### config.mk
export PLATFORM = sky130hd
export DESIGN_NAME = pccr_bank
export DESIGN_NICKNAME = d
export VERILOG_FILES = /design/src/verilog/pccr_sync3.v /design/src/verilog/pccr_bank.v
export VERILOG_INCLUDE_DIRS = /design/src /design/src/verilog
export SDC_FILE = /design/constraint.sdc
export NUM_CORES = 1
export LEC_CHECK = 0
export BUFFER_PORTS_ARGS = -buffer_cell sky130_fd_sc_hd__buf_2
export CAP_MARGIN = 15
export CORE_MARGIN = 1.5
export CORE_UTILIZATION = 30
export CTS_CLUSTER_DIAMETER = 150
export DETAILED_ROUTE_END_ITERATION = 10
export SLEW_MARGIN = 20
export SYNTH_ARGS = -nofsm -noshare
export SYNTH_HDL_FRONTEND = slang
export SYNTH_SLANG_ARGS = --single-unit
### constraint.sdc
create_clock -name core_clk_in -period 2.81 [get_ports core_clk_in]
set_clock_uncertainty 0.05 [all_clocks]
set_input_delay 0.281 -clock core_clk_in [delete_from_list [all_inputs] [get_ports core_clk_in]]
set_output_delay 0.281 -clock core_clk_in [all_outputs]
set_load 0.1 [all_outputs]
### src/verilog/pccr_regs.vh
// register map, field positions, reset values and frame codes
// of the control and configuration register bank.
// assumes inclusion by bare name from the design files.
`ifndef PCCR_REGS_VH
`define PCCR_REGS_VH

// register addresses on the management interface
`define PCCR_ADDR_EXT_CTRL 5'h11
`define PCCR_ADDR_CFG_ONE 5'h12

// extended_control field positions
`define PCCR_EC_LINK_EN 15
`define PCCR_EC_PWR_HI 14
`define PCCR_EC_PWR_LO 11
`define PCCR_EC_JITTER 10
`define PCCR_EC_TRAIN 9
`define PCCR_EC_TEST_HI 8
`define PCCR_EC_TEST_LO 6
`define PCCR_EC_CABLE 5
`define PCCR_EC_LOOP_HI 4
`define PCCR_EC_LOOP_LO 3
`define PCCR_EC_CFG_EN 2
`define PCCR_EC_SUPPLY 1
`define PCCR_EC_ROUSE 0

// configuration_one field positions
`define PCCR_C1_MASTER 15
`define PCCR_C1_SELF_RUN 14
`define PCCR_C1_HOST_HI 9
`define PCCR_C1_HOST_LO 8
`define PCCR_C1_PAD 7
`define PCCR_C1_REST 6
`define PCCR_C1_IND_HI 5
`define PCCR_C1_IND_LO 4
`define PCCR_C1_IND_ON 3

// reset values
`define PCCR_RST_PWR 4'h0
`define PCCR_RST_TEST 3'h0
`define PCCR_RST_LOOP 2'h0
`define PCCR_RST_SUPPLY 1'b1
`define PCCR_RST_IND 2'h1

// operating-state request codes
`define PCCR_PWR_NONE 4'h0
`define PCCR_PWR_NORMAL 4'h3
`define PCCR_PWR_STANDBY 4'hc
`define PCCR_PWR_SLEEP_REQ 4'hb

// test select codes
`define PCCR_TEST_NONE 3'h0
`define PCCR_TEST_LAST_PHY 3'h5
`define PCCR_TEST_BYPASS 3'h6

// indicator sources
`define PCCR_IND_LINK 2'h0
`define PCCR_IND_RX 2'h1
`define PCCR_IND_SYMERR 2'h2
`define PCCR_IND_CRS 2'h3

// management frame fields
`define PCCR_OP_READ 2'h2
`define PCCR_OP_WRITE 2'h1
`define PCCR_HDR_LAST 5'h0b
`define PCCR_DATA_LAST 5'h0f

`endif

### src/verilog/pccr_sync3.v
// three-stage input synchroniser with agreement filter.
// assumes inputs from outside the core clock domain; no reset,
// so the output is valid three edges after the pin settles.
`timescale 1ns/10ps
`default_nettype none
module pccr_sync3 #(
	parameter W = 1
) (
	input wire core_clk_in,
	input wire [W-1:0] async_in,
	output reg [W-1:0] stable_out
);
	reg [W-1:0] stage1;
	reg [W-1:0] stage2;
	reg [W-1:0] stage3;
	reg [W-1:0] held;

	// three-stage chain and the last agreed value
	always @(posedge core_clk_in) begin
		stage1 <= async_in;
		stage2 <= stage1;
		stage3 <= stage2;
		held <= stable_out;
	end

	// follows stage three where stage two agrees, else holds;
	// no extra flop, so straps are valid by the fourth reset edge
	always @* begin
		stable_out = (~(stage2 ^ stage3) & stage3) |
			((stage2 ^ stage3) & held);
	end
endmodule
`default_nettype wire

### src/verilog/pccr_bank.v
// management-reachable control and configuration register bank
// with its serial management slave.
// assumes mdc/mdio and straps are asynchronous pins; status and
// launch inputs come from logic on core_clk_in.
// Rules from the document
// link-management enable resets to the self-run select value.
// state request 0000/0011/1100/1011 decoded; other codes raise bad-command.
// bit 10 enables follower jitter test; resets to 0.
// training rerun written 1 restarts training, self-clears; 0 halts.
// test select: none, modes 1-5, scrambler bypass, 111 reserved.
// cable test written 1 starts, self-clears; written 0 stops.
// configuration register writes only accepted while gate bit 2 is 1.
// bit 1 keeps supply switch on in Disable mode; resets to 1.
// rouse bit 1 sends idle symbols as wake request; resets 0.
// manager clears link enable before setting rouse request; not enforced, a write sets rouse whatever link enable holds.
// configuration bit 15 selects master (1) or slave (0).
// host interface select: MII, RMII refclk, RMII crystal, reverse MII.
// bit 7 selects standard (0) or reduced (1) pad strength.
// bit 6 requires partner confirmation before sleep; default 0.
// indicator source: link good, frame rx, symbol error, carrier; default 01.
// bit 3 gives shared pin to indicator output or wake input.
// clearing link enable returns latched link status bits to defaults.
// self-clearing bits read 1 until their action is launched.
`timescale 1ns/10ps
`default_nettype none
`include "pccr_regs.vh"
module pccr_bank (
	input wire core_clk_in,
	input wire srst_in,
	input wire mdc_in,
	input wire mdio_in,
	output reg mdio_out,
	output reg mdio_oe_out,
	input wire [4:0] phy_address_in,
	input wire strap_master_in,
	input wire strap_self_run_in,
	input wire [1:0] strap_host_if_in,
	input wire wake_pin_in,
	input wire link_good_in,
	input wire frame_rx_active_in,
	input wire symbol_error_in,
	input wire carrier_sense_in,
	input wire training_launched_in,
	input wire cable_test_launched_in,
	output reg link_enable_out,
	output reg [3:0] state_request_out,
	output reg state_request_valid_out,
	output reg bad_command_out,
	output reg jitter_test_out,
	output reg training_rerun_out,
	output reg training_halt_out,
	output reg [2:0] phy_test_mode_out,
	output reg scrambler_bypass_out,
	output reg cable_test_out,
	output reg cable_test_stop_out,
	output reg [1:0] loopback_mode_out,
	output reg supply_switch_setting_out,
	output reg bus_rouse_out,
	output reg link_status_clear_out,
	output reg master_role_out,
	output reg self_run_select_out,
	output reg [1:0] host_if_select_out,
	output reg reduced_pad_out,
	output reg rest_handshake_required_out,
	output reg [1:0] indicator_source_out,
	output reg indicator_output_on_out,
	output wire indicator_pin_out,
	output wire indicator_pin_oe_out,
	output wire local_wake_out
);
	localparam ST_IDLE = 3'h0;
	localparam ST_START = 3'h1;
	localparam ST_HDR = 3'h2;
	localparam ST_TA1 = 3'h3;
	localparam ST_TA2 = 3'h4;
	localparam ST_DATA = 3'h5;

	wire mdc_s;
	wire mdio_s;
	wire wake_s;
	wire [3:0] strap_s;
	reg mdc_d;
	reg [2:0] state;
	reg [4:0] cnt;
	reg [15:0] shift;
	reg [11:0] hdr;
	reg [1:0] cur_op;
	reg [4:0] cur_reg;
	reg for_us;
	reg [3:0] pwr_field;
	reg cfg_gate;
	reg ind_q;
	reg [15:0] rd_data;
	wire mdc_rise;
	wire [15:0] wr_data;
	wire do_write;
	reg [2:0] phy_test_mode_sel;
	// pin synchronisers
	pccr_sync3 #(.W(3)) u_sync_pins (
		.core_clk_in(core_clk_in),
		.async_in({mdc_in, mdio_in, wake_pin_in}),
		.stable_out({mdc_s, mdio_s, wake_s})
	);
	pccr_sync3 #(.W(4)) u_sync_straps (
		.core_clk_in(core_clk_in),
		.async_in({strap_master_in, strap_self_run_in, strap_host_if_in}),
		.stable_out(strap_s)
	);
	// operating-state code check
	function pccr_pwr_ok;
		input [3:0] code;
		begin
			pccr_pwr_ok = (code == `PCCR_PWR_NONE) ||
				(code == `PCCR_PWR_NORMAL) ||
				(code == `PCCR_PWR_STANDBY) ||
				(code == `PCCR_PWR_SLEEP_REQ);
		end
	endfunction
	// indicator source selection
	function pccr_ind_pick;
		input [1:0] sel;
		input a;
		input b;
		input c;
		input d;
		begin
			case (sel)
			`PCCR_IND_LINK: pccr_ind_pick = a;
			`PCCR_IND_RX: pccr_ind_pick = b;
			`PCCR_IND_SYMERR: pccr_ind_pick = c;
			default: pccr_ind_pick = d;
			endcase
		end
	endfunction
	assign mdc_rise = mdc_s & ~mdc_d;
	assign wr_data = {shift[14:0], mdio_s};
	assign do_write = mdc_rise && (state == ST_DATA) &&
		(cnt == `PCCR_DATA_LAST) && for_us && (cur_op == `PCCR_OP_WRITE);
	// read-back mux; unmapped addresses read zero
	always @* begin
		rd_data = 16'h0000;
		case (cur_reg)
		`PCCR_ADDR_EXT_CTRL: begin
			rd_data[`PCCR_EC_LINK_EN] = link_enable_out;
			rd_data[`PCCR_EC_PWR_HI:`PCCR_EC_PWR_LO] = pwr_field;
			rd_data[`PCCR_EC_JITTER] = jitter_test_out;
			rd_data[`PCCR_EC_TRAIN] = training_rerun_out;
			rd_data[`PCCR_EC_TEST_HI:`PCCR_EC_TEST_LO] = phy_test_mode_sel;
			rd_data[`PCCR_EC_CABLE] = cable_test_out;
			rd_data[`PCCR_EC_LOOP_HI:`PCCR_EC_LOOP_LO] = loopback_mode_out;
			rd_data[`PCCR_EC_CFG_EN] = cfg_gate;
			rd_data[`PCCR_EC_SUPPLY] = supply_switch_setting_out;
			rd_data[`PCCR_EC_ROUSE] = bus_rouse_out;
		end
		`PCCR_ADDR_CFG_ONE: begin
			rd_data[`PCCR_C1_MASTER] = master_role_out;
			rd_data[`PCCR_C1_SELF_RUN] = self_run_select_out;
			rd_data[`PCCR_C1_HOST_HI:`PCCR_C1_HOST_LO] = host_if_select_out;
			rd_data[`PCCR_C1_PAD] = reduced_pad_out;
			rd_data[`PCCR_C1_REST] = rest_handshake_required_out;
			rd_data[`PCCR_C1_IND_HI:`PCCR_C1_IND_LO] = indicator_source_out;
			rd_data[`PCCR_C1_IND_ON] = indicator_output_on_out;
		end
		default: rd_data = 16'h0000;
		endcase
	end
	// management frame engine, sampling mdio on mdc rising edges
	always @(posedge core_clk_in) begin
		if (srst_in) begin
			mdc_d <= 1'b1;
			state <= ST_IDLE;
			cnt <= 5'h00;
			shift <= 16'h0000;
			hdr <= 12'h000;
			cur_op <= 2'h0;
			cur_reg <= 5'h00;
			for_us <= 1'b0;
			mdio_out <= 1'b0;
			mdio_oe_out <= 1'b0;
		end else begin
			mdc_d <= mdc_s;
			if (mdc_rise) begin
				case (state)
				ST_IDLE: begin
					if (!mdio_s)
						state <= ST_START;
				end
				ST_START: begin
					state <= mdio_s ? ST_HDR : ST_IDLE;
					cnt <= 5'h00;
				end
				ST_HDR: begin
					hdr <= {hdr[10:0], mdio_s};
					cnt <= cnt + 5'h01;
					if (cnt == `PCCR_HDR_LAST) begin
						cur_op <= hdr[10:9];
						cur_reg <= {hdr[3:0], mdio_s};
						for_us <= (hdr[8:4] == phy_address_in) &&
							((hdr[10:9] == `PCCR_OP_READ) ||
							(hdr[10:9] == `PCCR_OP_WRITE));
						state <= ST_TA1;
					end
				end
				ST_TA1: begin
					// turnaround: drive zero in the second bit of a read
					if (for_us && cur_op == `PCCR_OP_READ) begin
						mdio_oe_out <= 1'b1;
						mdio_out <= 1'b0;
					end
					state <= ST_TA2;
				end
				ST_TA2: begin
					shift <= rd_data;
					mdio_out <= rd_data[15];
					cnt <= 5'h00;
					state <= ST_DATA;
				end
				ST_DATA: begin
					shift <= wr_data;
					mdio_out <= shift[14];
					cnt <= cnt + 5'h01;
					if (cnt == `PCCR_DATA_LAST) begin
						mdio_oe_out <= 1'b0;
						state <= ST_IDLE;
					end
				end
				default: state <= ST_IDLE;
				endcase
			end
		end
	end
	// extended_control register
	always @(posedge core_clk_in) begin
		if (srst_in) begin
			link_enable_out <= strap_s[2];
			pwr_field <= `PCCR_RST_PWR;
			jitter_test_out <= 1'b0;
			training_rerun_out <= 1'b0;
			phy_test_mode_sel <= `PCCR_RST_TEST;
			cable_test_out <= 1'b0;
			loopback_mode_out <= `PCCR_RST_LOOP;
			cfg_gate <= 1'b0;
			supply_switch_setting_out <= `PCCR_RST_SUPPLY;
			bus_rouse_out <= 1'b0;
			state_request_out <= `PCCR_RST_PWR;
			state_request_valid_out <= 1'b0;
			bad_command_out <= 1'b0;
			training_halt_out <= 1'b0;
			cable_test_stop_out <= 1'b0;
			link_status_clear_out <= 1'b0;
		end else begin
			state_request_valid_out <= 1'b0;
			bad_command_out <= 1'b0;
			training_halt_out <= 1'b0;
			cable_test_stop_out <= 1'b0;
			link_status_clear_out <= 1'b0;
			// self-clear once launched; a new write of 1 wins
			if (training_launched_in)
				training_rerun_out <= 1'b0;
			if (cable_test_launched_in)
				cable_test_out <= 1'b0;
			if (do_write && cur_reg == `PCCR_ADDR_EXT_CTRL) begin
				link_enable_out <= wr_data[`PCCR_EC_LINK_EN];
				// latched status back to default on disable
				link_status_clear_out <= link_enable_out &
					~wr_data[`PCCR_EC_LINK_EN];
				if (pccr_pwr_ok(wr_data[`PCCR_EC_PWR_HI:`PCCR_EC_PWR_LO])) begin
					pwr_field <= wr_data[`PCCR_EC_PWR_HI:`PCCR_EC_PWR_LO];
					state_request_out <=
						wr_data[`PCCR_EC_PWR_HI:`PCCR_EC_PWR_LO];
					state_request_valid_out <=
						wr_data[`PCCR_EC_PWR_HI:`PCCR_EC_PWR_LO] !=
						`PCCR_PWR_NONE;
				end else begin
					bad_command_out <= 1'b1;
				end
				jitter_test_out <= wr_data[`PCCR_EC_JITTER];
				training_rerun_out <= wr_data[`PCCR_EC_TRAIN];
				training_halt_out <= ~wr_data[`PCCR_EC_TRAIN];
				phy_test_mode_sel <=
					wr_data[`PCCR_EC_TEST_HI:`PCCR_EC_TEST_LO];
				cable_test_out <= wr_data[`PCCR_EC_CABLE];
				cable_test_stop_out <= ~wr_data[`PCCR_EC_CABLE];
				loopback_mode_out <=
					wr_data[`PCCR_EC_LOOP_HI:`PCCR_EC_LOOP_LO];
				cfg_gate <= wr_data[`PCCR_EC_CFG_EN];
				supply_switch_setting_out <= wr_data[`PCCR_EC_SUPPLY];
				bus_rouse_out <= wr_data[`PCCR_EC_ROUSE];
			end
		end
	end
	// test select decode; reserved code selects nothing
	always @* begin
		phy_test_mode_out = `PCCR_TEST_NONE;
		scrambler_bypass_out = 1'b0;
		if (phy_test_mode_sel <= `PCCR_TEST_LAST_PHY)
			phy_test_mode_out = phy_test_mode_sel;
		else if (phy_test_mode_sel == `PCCR_TEST_BYPASS)
			scrambler_bypass_out = 1'b1;
	end
	// configuration_one register, writable only through the gate
	always @(posedge core_clk_in) begin
		if (srst_in) begin
			master_role_out <= strap_s[3];
			self_run_select_out <= strap_s[2];
			host_if_select_out <= strap_s[1:0];
			reduced_pad_out <= 1'b0;
			rest_handshake_required_out <= 1'b0;
			indicator_source_out <= `PCCR_RST_IND;
			indicator_output_on_out <= 1'b0;
		end else if (do_write && cur_reg == `PCCR_ADDR_CFG_ONE &&
			cfg_gate) begin
			master_role_out <= wr_data[`PCCR_C1_MASTER];
			self_run_select_out <= wr_data[`PCCR_C1_SELF_RUN];
			host_if_select_out <=
				wr_data[`PCCR_C1_HOST_HI:`PCCR_C1_HOST_LO];
			reduced_pad_out <= wr_data[`PCCR_C1_PAD];
			rest_handshake_required_out <= wr_data[`PCCR_C1_REST];
			indicator_source_out <=
				wr_data[`PCCR_C1_IND_HI:`PCCR_C1_IND_LO];
			indicator_output_on_out <= wr_data[`PCCR_C1_IND_ON];
		end
	end
	// indicator level from the selected source
	always @(posedge core_clk_in) begin
		if (srst_in)
			ind_q <= 1'b0;
		else
			ind_q <= pccr_ind_pick(indicator_source_out, link_good_in,
				frame_rx_active_in, symbol_error_in,
				carrier_sense_in);
	end
	// shared pin: indicator drive or wake input
	assign indicator_pin_out = ind_q;
	assign indicator_pin_oe_out = indicator_output_on_out;
	assign local_wake_out = wake_s & ~indicator_output_on_out;
endmodule
`default_nettype wire

==> impl_summary.txt, run 1 <==
----------------------------------------------------
[Outcome]
  Run status ... complete, no violations

[Synth]
  Top flip-flop cell by instance count after synthesis ... sky130_fd_sc_hd__dfxtp_1
  Number of register bits inferred by synthesis ... roughly 100
  Share of the yosys chip area belonging to registers ... about half
  Count of flip-flops with a built-in enable after synthesis ... 5
  Post-synth top area share ... between 40% and 50%
  Number of warnings reported in the yosys synthesis log ... 0
  Synthesized netlist net count ... between 400 and 500
  Yosys top cell by area ... sky130_fd_sc_hd__dfxtp_1
  Mean cell area of the mapped netlist ... around 10 sq um
  Most instantiated library cell after synthesis ... sky130_fd_sc_hd__dfxtp_1
  Top cells by area, synth ... sky130_fd_sc_hd__dfxtp_1 (48%), sky130_fd_sc_hd__mux2i_1 (5.0%), sky130_fd_sc_hd__edfxtp_1 (3.6%)
  Cells after synthesis ... approximately 420
  Commonest cells in the netlist ... sky130_fd_sc_hd__dfxtp_1 (99), sky130_fd_sc_hd__nor2_1 (35), sky130_fd_sc_hd__nand2_1 (26)
  Count of unique library cells instantiated by Yosys ... between 60 and 70
  Netlist area before placement ... between 4000 and 5000 sq um
  FFs w/ async S/R, synth ... 0%

[Setup path]
  Endpoint arrival time on the critical path ... approximately 2.5 ns
  Worst Path Required ... approximately 2.8 ns
  Reg2reg start ... cnt[0]
  Class of the most critical setup path ... reg2reg
  Critical-path maximum fanout ... 11
  First element of the critical path ... cnt[0]
  Crit end category ... flop
  Kind of start point of the critical path ... flop

[Drt]
  Total length of routed wires ... 9810 um
  Drt initial violations ... ~290
  Vias per Instance ... 5.10
  Vias after detailed routing ... about 3300
  Number of iterations in the first detailed-routing pass ... 5
  Remaining DRCs ... 0
  Average routed wire per standard cell ... around 15 um
  Number of nets still failing antenna checks after routing ... 0

[Clocking]
  Buffer depth of the longest clock path ... 2
  Clock slew seen by the registers of the worst setup and hold paths ... roughly 0.07 ns
  Worst skew pair latency ... 0.34 ns
  CTS H-tree lvls ... 3
  Setup Buffers After CTS ... 0
  Number of buffers inserted during clock tree synthesis ... 9
  Clock tree from TritonCTS ... built
  Root buffer selected by CTS ... sky130_fd_sc_hd__clkbuf_16
  Clock sink total ... around 100

[Floorplan]
  Starting density of the core ... 31.1%
  Placeable core region ... 13400 sq um
  I/O pins ... 55
  Die Width ... ~120 um
  Std-Cell Rows ... 42
  Die area ... 14600 sq um
  Die boundary height ... between 100 and 150 um

[STA]
  Unrepaired setup endpoints after global routing ... false
  Final-report max-slew violation count ... 0
  Slew at the pin closest to its max-slew limit ... about 0.65 ns
  Clock period minus final worst setup slack ... 2.52 ns
  Final WS setup ... between 0.2 and 0.3 ns
  Post-route fraction of the period consumed by the critical path ... approximately 90%
  Setup violations, final ... 0
  Headroom to the max-slew limit ... roughly 57%
  Fmax ... roughly 0.40 GHz
  Number of hold violations in the final report ... 0
  Final total negative setup slack ... 0 ns

[Global routing]
  Global route total overflow ... 0
  Wire length of the first global-routing pass ... ~16000 um
  Gr usage total ... 13.9%
  Largest net degree at the start of global routing ... 34
  Vias in the first global route ... 3142
  Antenna violations before repair ... 0

[Pwr]
  Relative contribution of the clock network to total power ... 45.2%
  Internal power consumption ... 2.49 mW
  Sequential Power Share ... between 40% and 50%
  Switching power total ... 0.712 mW
  Maximum vdd drop ... 0.407 mV
  Share of total power consumed by net switching ... around 22%
  Ratio of total power to cell area ... 635 nW/um^2
  Leak Pwr ... between 2 and 2.5 nW
  Comb power frac ... under 10%

[Layout]
  Register bank with the most flops ... shift
  Antenna fix cells ... 0
  Signed area change from the synthesized netlist to the final layout ... 21.2%
  Layout cell share with drive strength beyond 1 ... between 10% and 20%
  Top Registers ... shift: 15 flops, hdr: 11 flops
  Largest register FFs ... 15
  Filler cell count ... about 1300
  Final-stage net count ... between 400 and 500
  Total area of sequential cells ... between 2000 and 2500 sq um
  Multi-input combinational cell area ... around 1900 sq um

[Placement]
  Final RePlAce weighted congestion ... a little over 0.8
  Number of buffer cells added on primary ports ... 54
  Post-detailed-placement half-perimeter wirelength ... just under 7000 um
  Worst slack, placed ... approximately 0.34 ns

[Flow run]
  Number of max-cap violations ... 0

[Worst hold path]
  Startpoint of the worst hold path ... training_launched_in
  Min-delay worst type ... in2reg

----------------------------------------------------
[power groups by stage]
| stage | clock (mW) | combinational [mW] | sequential, mW |
|---|---|---|---|
| CTS | 1.48 | 0.209 | 1.55 |
| global placement | 0 | 0.198 | 1.58 |
| global route | 1.54 | 0.223 | 1.55 |
| finish | 1.45 | 0.208 | 1.55 |
| detailed placement | 0 | 0.201 | 1.58 |
| floorplan | 0 | 0.113 | 1.62 |
[placed cells by master (no fill, tap or decap), types with 8 or more instances in the layout]
master / count
sky130_fd_sc_hd__buf_4: 15
sky130_fd_sc_hd__nand3_1: 14
sky130_fd_sc_hd__a21oi_1: 20
sky130_fd_sc_hd__dfxtp_1: 99
sky130_fd_sc_hd__mux2i_1: 21
sky130_fd_sc_hd__o21ai_0: 13
sky130_fd_sc_hd__buf_2: 54
sky130_fd_sc_hd__inv_1: 10
sky130_fd_sc_hd__clkbuf_16: 9
sky130_fd_sc_hd__nand2_1: 26
sky130_fd_sc_hd__nand4_1: 12
sky130_fd_sc_hd__a221oi_1: 14
sky130_fd_sc_hd__a22o_1: 8
sky130_fd_sc_hd__nor2_1: 35
[routing by layer]
layer / share of wire [%] / track usage [%]
met1: 48 / 19.2
met3: 6.3 / 3.63
met4: 1.1 / 4.34
met2: 45 / 21.1
met5: 0 / 0
[what timing repair did]
item,CTS,global route
gates resized for setup,0,0
hold endpoints to repair,7,0
hold buffers,7,0
[worst paths after layout]
path              depth (start not counted)  slack (ns)                      end
setup / recovery                          8        0.29          link_enable_out
hold / removal                            3        0.21       training_rerun_out
setup reg to reg                          8        0.29          link_enable_out
hold reg to reg                           0        0.28  u_sync_straps.stage2[3]
[cells by family after synthesis]
kind of cell / count (synthesis) / synth area share [%]
mux: 22 / 5.59
buf+inv: 41 / 4.30
xor+xnor: 7 / 1.47
flops: 104 / 51.2
compound gates: 93 / 16.0
fa+ha+maj: 9 / 2.28
simple gates: 139 / 19.1
[critical path: stages (launching register included)]
cell	delay, ns
sky130_fd_sc_hd__dfxtp_1	0.47
sky130_fd_sc_hd__ha_1	0.26
sky130_fd_sc_hd__and3_1	0.19
sky130_fd_sc_hd__ha_1	0.21
sky130_fd_sc_hd__and4b_1	0.23
sky130_fd_sc_hd__and4_1	0.42
sky130_fd_sc_hd__a21oi_1	0.12
sky130_fd_sc_hd__buf_4	0.21
sky130_fd_sc_hd__inv_1	0.09
[cell type report]
class	instances	share of cell area (%)
Tap cell	176	4.36
Inverter	10	0.744
Timing Repair Buffer	76	8.97
Clock buffer	10	4.73
Clock inverter	6	2.23
Multi-Input combinational cell	270	36.7
Sequential cell	104	42.2
[per-stage QoR]
step | cell area (sq um) | hold WS [ns] | util (%) | cells | total power [mW]
global route | 5050 | 0.217 | 37.7 | 652 | 3.32
finish | 5050 | 0.212 | 37.7 | 652 | 3.20
global placement | 4630 | 0.261 | 34.5 | 629 | 1.78
CTS | 5050 | 0.200 | 37.7 | 652 | 3.24
floorplan | 4160 | 0.259 | - | 415 | 1.73
detailed placement | 4630 | 0.265 | 34.5 | 629 | 1.78
Note: power is estimated with default switching activity, not from simulation.
==> run 2, diff against run 1 <==
BUFFER_PORTS_ARGS = -buffer_cell sky130_fd_sc_hd__buf_4   (was -buffer_cell sky130_fd_sc_hd__buf_2)
CORE_UTILIZATION = 57   (was 30)
PLACE_DENSITY = 0.79   (was default)
==> run 2 against run 1 <==
Sequential cell count did not move; global-route usage rose by 11 points; first-iteration DRC count rose by 15%; worst setup slack improved by 0.055 ns; critical path type unchanged; critical endpoint is now supply_switch_setting_out; largest cell class unchanged; largest power group unchanged.
==> impl_summary.txt, run 2 (synthesis gave the netlist of run 1 again) <==
----------------------------------------------------
[Placement]
  Number of buffer cells added on primary ports ... 54 (unchanged)
  Worst slack, placed ... 0.415 ns (+0.0776 ns)
  Final RePlAce weighted congestion ... 0.852 (+5.9%)
  Post-detailed-placement half-perimeter wirelength ... 6230 um (-8.4%)

[Layout]
  Final-stage net count ... 490 (-0.61%)
  Top Registers ... shift: 15 flops, hdr: 11 flops
  Post-layout util ... 70.5% (+33 points)
  Most common cell after layout, fill and taps aside ... sky130_fd_sc_hd__dfxtp_1
  Register bank with the most flops ... shift
  Layout cell share with drive strength beyond 1 ... 19.5% (-0.51 points)
  Antenna fix cells ... 0 (unchanged)
  Largest register FFs ... 15 (unchanged)
  Commonest cells after routing, fill and taps aside ... sky130_fd_sc_hd__dfxtp_1 (99), sky130_fd_sc_hd__buf_4 (66), sky130_fd_sc_hd__nor2_1 (35)
  Signed area change from the synthesized netlist to the final layout ... 17.6%

[Setup path]
  Class of the most critical setup path ... reg2reg
  Crit end category ... flop
  Worst Path Required ... 3.04 ns (+0.22 ns)
  Kind of start point of the critical path ... flop
  Critical-path maximum fanout ... 8 (-3)
  Endpoint arrival time on the critical path ... 2.69 ns (+0.15 ns)

[Clocking]
  CTS H-tree lvls ... 3 (unchanged)
  Number of buffers inserted during clock tree synthesis ... 9 (unchanged)
  Number of cells upsized or downsized after cts ... 0 (unchanged)
  Worst skew pair latency ... 0.37 ns (+0.03 ns)
  Clock sink total ... 104 (unchanged)
  Setup Buffers After CTS ... 0 (unchanged)
  Clock slew seen by the registers of the worst setup and hold paths ... 0.10 ns (+0.03 ns)
  Clock tree from TritonCTS ... built
  Root buffer selected by CTS ... sky130_fd_sc_hd__clkbuf_8
  Buffer depth of the longest clock path ... 2 (unchanged)

[Global routing]
  Largest net degree at the start of global routing ... 55 (+62%)
  Antenna violations before repair ... 0 (unchanged)
  Vias in the first global route ... 3085 (-1.8%)
  Global route total overflow ... 0 (unchanged)
  Gr usage total ... 24.6% (+11 points)
  Wire length of the first global-routing pass ... 14900 um (-7.7%)

[Floorplan]
  Die Width ... 88.5 um (-27%)
  Std-Cell Rows ... 30 (-29%)
  Die area ... 7830 sq um (-46%)
  Die boundary height ... 88.5 um (-27%)
  Placeable core region ... 6940 sq um (-48%)
  Starting density of the core ... 60.0% (+29 points)
  I/O pins ... 55 (unchanged)

[STA]
  Final WS setup ... 0.340 ns (+0.0549 ns)
  Headroom to the max-slew limit ... 50.5% (-6.4 points)
  Final-report max-slew violation count ... 0 (unchanged)
  Post-route fraction of the period consumed by the critical path ... 87.9% (-2.0 points)
  Slew at the pin closest to its max-slew limit ... 0.742 ns (+0.0950 ns)
  Unrepaired setup endpoints after global routing ... false
  Setup violations, final ... 0 (unchanged)
  Fmax ... 0.405 GHz (+2.2%)
  Final total negative setup slack ... 0 ns (unchanged)
  Number of hold violations in the final report ... 0 (unchanged)
  Clock period minus final worst setup slack ... 2.47 ns (-0.0549 ns)

[Pwr]
  Maximum vdd drop ... 0.427 mV (+4.9%)
  Internal power consumption ... 1.94 mW (-22%)
  Share of total power consumed by net switching ... 26.7% (+4.5 points)
  Comb power frac ... 8.1% (+1.6 points)
  Relative contribution of the clock network to total power ... 33.5% (-12 points)
  Sequential Power Share ... 58.4% (+10 points)
  Ratio of total power to cell area ... 541 nW/um^2 (-15%)
  Leak Pwr ... 2.01 nW (-3.2%)
  Switching power total ... 0.707 mW (-0.66%)

[Drt]
  Vias after detailed routing ... 3389 (+1.9%)
  Drt initial violations ... 329 (+15%)
  Vias per Instance ... 5.96 (+17%)
  Met1 Wirelength ... 4310 um (-8.1%)
  Total length of routed wires ... 9270 um (-5.5%)
  Number of iterations in the first detailed-routing pass ... 4 (-1)
  Average routed wire per standard cell ... 16.3 um (+8.3%)
  Remaining DRCs ... 0 (unchanged)
  Routed wire length on met3 ... 543 um (-12%)
  Total length of routed met2 wires ... 4250 um (-3.2%)
  Top layer in use ... met4
  Number of nets still failing antenna checks after routing ... 0 (unchanged)

[Flow run]
  Number of max-cap violations ... 0 (unchanged)

[Worst hold path]
  Min-delay worst type ... in2reg

[Outcome]
  Run status ... complete, no violations

----------------------------------------------------
==> run 2: cell count changes in the layout (fill, tap and decap cells not counted), sizes merged <==
cell    previous run  this run
buf               69        66
bufinv             3         0
clkinv             1         3
inv               12        14
clkbuf            10         9
==> run 2: metrics by stage <==
stage | cells | hold WS, ns | total power [mW] | instance area [sq um]
floorplan | 415 | 0.259 | 1.73 | 4160
global route | 569 | 0.187 | 2.75 | 4900
detailed placement | 546 | 0.262 | 1.79 | 4640
finish | 569 | 0.179 | 2.65 | 4900
global placement | 546 | 0.261 | 1.78 | 4640
CTS | 569 | 0.177 | 2.66 | 4900
==> run 2: layer usage <==
metal  track usage [%]  up-vias
li1                  -     1632
met1              34.3     1608
met2              37.4      134
met3              6.16       15
met4              8.95        0
met5                 0        -
==> run 2: repair_timing <==
item / in CTS / in global routing
setup endpoints to repair: 0 / 0
hold buffers: 7 / 0
endpoints found under the hold margin: 7 / 0
==> run 2: area by class of cell <==
class / count / area, sq um
Multi-Input combinational cell: 270 / 1850
Sequential cell: 104 / 2130
Fill cell: 531 / 2050
Timing Repair Buffer: 73 / 566
Clock buffer: 9 / 124
Clock inverter: 7 / 65.1
Inverter: 10 / 37.5
Tap cell: 96 / 120
==> run 2: path summary, 6_finish.rpt <==
path | depth (start not counted) | from | to | slack, ns
max reg2reg | 8 | cnt[1] | supply_switch_setting_out | 0.34
min | 3 | training_launched_in | training_rerun_out | 0.18
min reg2reg | 0 | u_sync_pins.stage1[2] | u_sync_pins.stage2[2] | 0.29
max | 8 | cnt[1] | supply_switch_setting_out | 0.34
==> run 2: power by group through the flow <==
stage	sequential, mW	clock (mW)	combinational, mW
2_1_floorplan	1.62	0	0.113
5_1_grt	1.55	0.973	0.227
4_1_cts	1.55	0.903	0.213
3_3_place_gp	1.58	0	0.202
3_5_place_dp	1.58	0	0.205
6_report	1.55	0.888	0.214
==> run 2: critical path, stage by stage, from the launching register on <==
cell and delay, ns:
sky130_fd_sc_hd__dfxtp_1 0.47, sky130_fd_sc_hd__ha_1 0.28, sky130_fd_sc_hd__and3_1 0.19, sky130_fd_sc_hd__ha_1 0.22
sky130_fd_sc_hd__and4b_1 0.26, sky130_fd_sc_hd__and4_1 0.23, sky130_fd_sc_hd__buf_4 0.16, sky130_fd_sc_hd__nand3_1 0.24
sky130_fd_sc_hd__o22a_1 0.28
==> run 3, diff against run 2 <==
CORE_UTILIZATION = 51   (was 57)
PLACE_DENSITY = 0.75   (was 0.79)
clock period = 2.06 ns   (was 2.81 ns; I/O delays follow)
==> run 3 against run 2 <==
Clock power is 35% higher; count of clock-buffer cells in the layout is 1 higher; design area is 4.1% higher; combinational power is 49% higher; critical path depth stayed put.
==> impl_summary.txt, run 3 (synthesis gave the netlist of run 1 again) <==
----------------------------------------------------
[Placement]
  Post-detailed-placement half-perimeter wirelength ... 6620 um (+6.3%)
  Number of instances in the placed design ... 567 (+3.8%)
  Final RePlAce weighted congestion ... 0.868 (+1.8%)
  Number of buffer cells added on primary ports ... 54 (unchanged)

[Flow run]
  Number of max-cap violations ... 0 (unchanged)

[Floorplan]
  Std-Cell Rows ... 32 (+6.7%)
  Starting density of the core ... 53.3% (-6.6 points)
  Die area ... 8720 sq um (+11%)
  Placeable core region ... 7810 sq um (+12%)
  Die boundary height ... 93.4 um (+5.5%)
  Die Width ... 93.4 um (+5.5%)
  I/O pins ... 55 (unchanged)

[Drt]
  Drt initial violations ... 303 (-7.9%)
  Average routed wire per standard cell ... 16.0 um (-1.6%)
  Total length of routed wires ... 9490 um (+2.4%)
  Number of nets still failing antenna checks after routing ... 0 (unchanged)
  Vias after detailed routing ... 3450 (+1.8%)
  Remaining DRCs ... 0 (unchanged)
  Number of iterations in the first detailed-routing pass ... 6 (+2)
  Vias per Instance ... 5.83 (-2.2%)

[Clocking]
  Worst skew pair latency ... 0.37 ns (about the same)
  Root buffer selected by CTS ... sky130_fd_sc_hd__clkbuf_8
  Clock sink total ... 104 (unchanged)
  Number of buffers inserted during clock tree synthesis ... 9 (unchanged)
  Buffer depth of the longest clock path ... 2 (unchanged)
  Clock slew seen by the registers of the worst setup and hold paths ... 0.11 ns (about the same)
  Clock tree from TritonCTS ... built
  CTS H-tree lvls ... 3 (unchanged)

[Layout]
  Antenna fix cells ... 0 (unchanged)
  Signed area change from the synthesized netlist to the final layout ... 22.4%
  Commonest cells after routing, fill and taps aside ... sky130_fd_sc_hd__dfxtp_1 (97), sky130_fd_sc_hd__buf_4 (81), sky130_fd_sc_hd__nor2_1 (35)
  Register bank with the most flops ... shift
  Top Registers ... shift: 15 flops, hdr: 11 flops
  Largest register FFs ... 15 (unchanged)
  Filler cell count ... 641 (+21%)
  Final-stage net count ... 507 (+3.5%)
  Most common cell after layout, fill and taps aside ... sky130_fd_sc_hd__dfxtp_1
  Layout cell share with drive strength beyond 1 ... 24.1% (+4.6 points)
  Number of non-filler instances in the completed layout ... 592 (+4.0%)

[Pwr]
  Relative contribution of the clock network to total power ... 33.2% (-0.3 points)
  Switching power total ... 0.958 mW (+36%)
  Share of total power consumed by net switching ... 26.4% (-0.27 points)
  Comb power frac ... 8.8% (+0.7 points)
  Internal power consumption ... 2.67 mW (+38%)
  Ratio of total power to cell area ... 712 nW/um^2 (+32%)
  Total Power Consumption ... 3.63 mW (+37%)
  Leak Pwr ... 2.11 nW (+4.7%)
  Sequential Power Share ... 58.0% (-0.4 points)
  Maximum vdd drop ... 0.417 mV (-2.4%)

[STA]
  Number of hold violations in the final report ... 0 (unchanged)
  Post-route fraction of the period consumed by the critical path ... 98.4% (+10 points)
  Hold Worst Slack ... 0.105 ns (-0.0741 ns)
  Slew at the pin closest to its max-slew limit ... 0.809 ns (+0.0668 ns)
  Setup violations, final ... 0 (unchanged)
  Final-report max-slew violation count ... 0 (unchanged)
  Clock period minus final worst setup slack ... 2.03 ns (-0.443 ns)
  Final total negative setup slack ... 0 ns (unchanged)
  Fmax ... 0.493 GHz (+22%)
  Unrepaired setup endpoints after global routing ... true
  Headroom to the max-slew limit ... 46.0% (-4.5 points)

[Setup path]
  Crit end category ... flop
  Critical-path maximum fanout ... 10 (+2)
  Critical Path Max Stage Delay ... 0.37 ns (-0.10 ns)
  Slowest cell on the critical path ... sky130_fd_sc_hd__dfxtp_4
  First element of the critical path ... cnt[0]
  Endpoint arrival time on the critical path ... 2.24 ns (-0.45 ns)
  Reg2reg start ... cnt[0]
  Class of the most critical setup path ... reg2reg
  Worst Path Required ... 2.27 ns (-0.77 ns)
  Kind of start point of the critical path ... flop
  CP cell instances ... ha_4 > and3_1 > ha_2 > and4b_1 > and4_4 > a21oi_1 > buf_4 > a32o_1

[Global routing]
  Vias in the first global route ... 3194 (+3.5%)
  Largest net degree at the start of global routing ... 29 (-47%)
  Gr usage total ... 22.6% (-2.1 points)
  Antenna violations before repair ... 0 (unchanged)
  Wire length of the first global-routing pass ... 15500 um (+4.2%)
  Global route total overflow ... 0 (unchanged)

[Outcome]
  Run status ... complete, no violations

[Worst hold path]
  Min-delay worst type ... in2reg
  Startpoint of the worst hold path ... training_launched_in

----------------------------------------------------
==> run 3: through the flow <==
step / instance area (sq um) / setup slack (ns) / util, %
final: 5100 / 0.0335 / 65.3
after global routing: 5100 / -0.0413 / 65.3
after CTS: 5040 / 0.0121 / 64.5
after detailed placement: 4780 / 0.0421 / 61.3
after global placement: 4780 / 0.0921 / 61.3
after floorplan: 4190 / 0.00747 / -
==> run 3: power by group through the flow <==
stage	Sequential, mW	Combinational, mW	Clock [mW]
finish	2.11	0.319	1.20
global route	2.11	0.340	1.32
CTS	2.11	0.316	1.24
detailed placement	2.15	0.305	0
global placement	2.15	0.301	0
floorplan	2.21	0.157	0
==> run 3: repair_timing <==
item                       in CTS  in global routing
gates resized for setup         0                 11
hold endpoints to repair        7                  0
hold buffers                    7                  0
buffers inserted                0                  2
setup endpoints to repair       0                 24
==> run 3: final timing paths <==
| check | end | cells after the start | slack [ns] |
|---|---|---|---|
| setup / recovery | cable_test_out | 8 | 0.03 |
| setup reg to reg | cable_test_out | 8 | 0.03 |
| hold reg to reg | u_sync_straps.stage2[3] | 0 | 0.28 |
| hold / removal | training_rerun_out | 3 | 0.11 |
==> run 3: cell type report <==
type                    instances  area (sq um)  area share, %
multi-input cells             270          1900           37.3
clock inverters                 6          57.6           1.13
inverters                      10          37.5          0.736
flip-flops and latches        104          2140           41.9
well taps                     102           128           2.50
repair buffers                 90           709           13.9
clock buffers                  10           128           2.50
==> run 3: routing by layer <==
layer / vias up / routed length [um] / GRT usage [%]
met1: 1648 / 4310 / 30.8
li1: 1672 / - / -
met5: - / 0 / 0
met2: 112 / 4470 / 35.6
met4: 0 / 176 / 9.22
met3: 18 / 530 / 3.50
==> run 3: critical path, delay by kind of cell, from the launching register on <==
kind / cells / cell delay, ns
flip-flops: 1 / 0.37
AND/OR/NAND/NOR: 3 / 0.65
AO/OA/AOI/OAI: 2 / 0.34
adder cells (fa/ha/maj): 2 / 0.33
buffers and inverters: 1 / 0.19
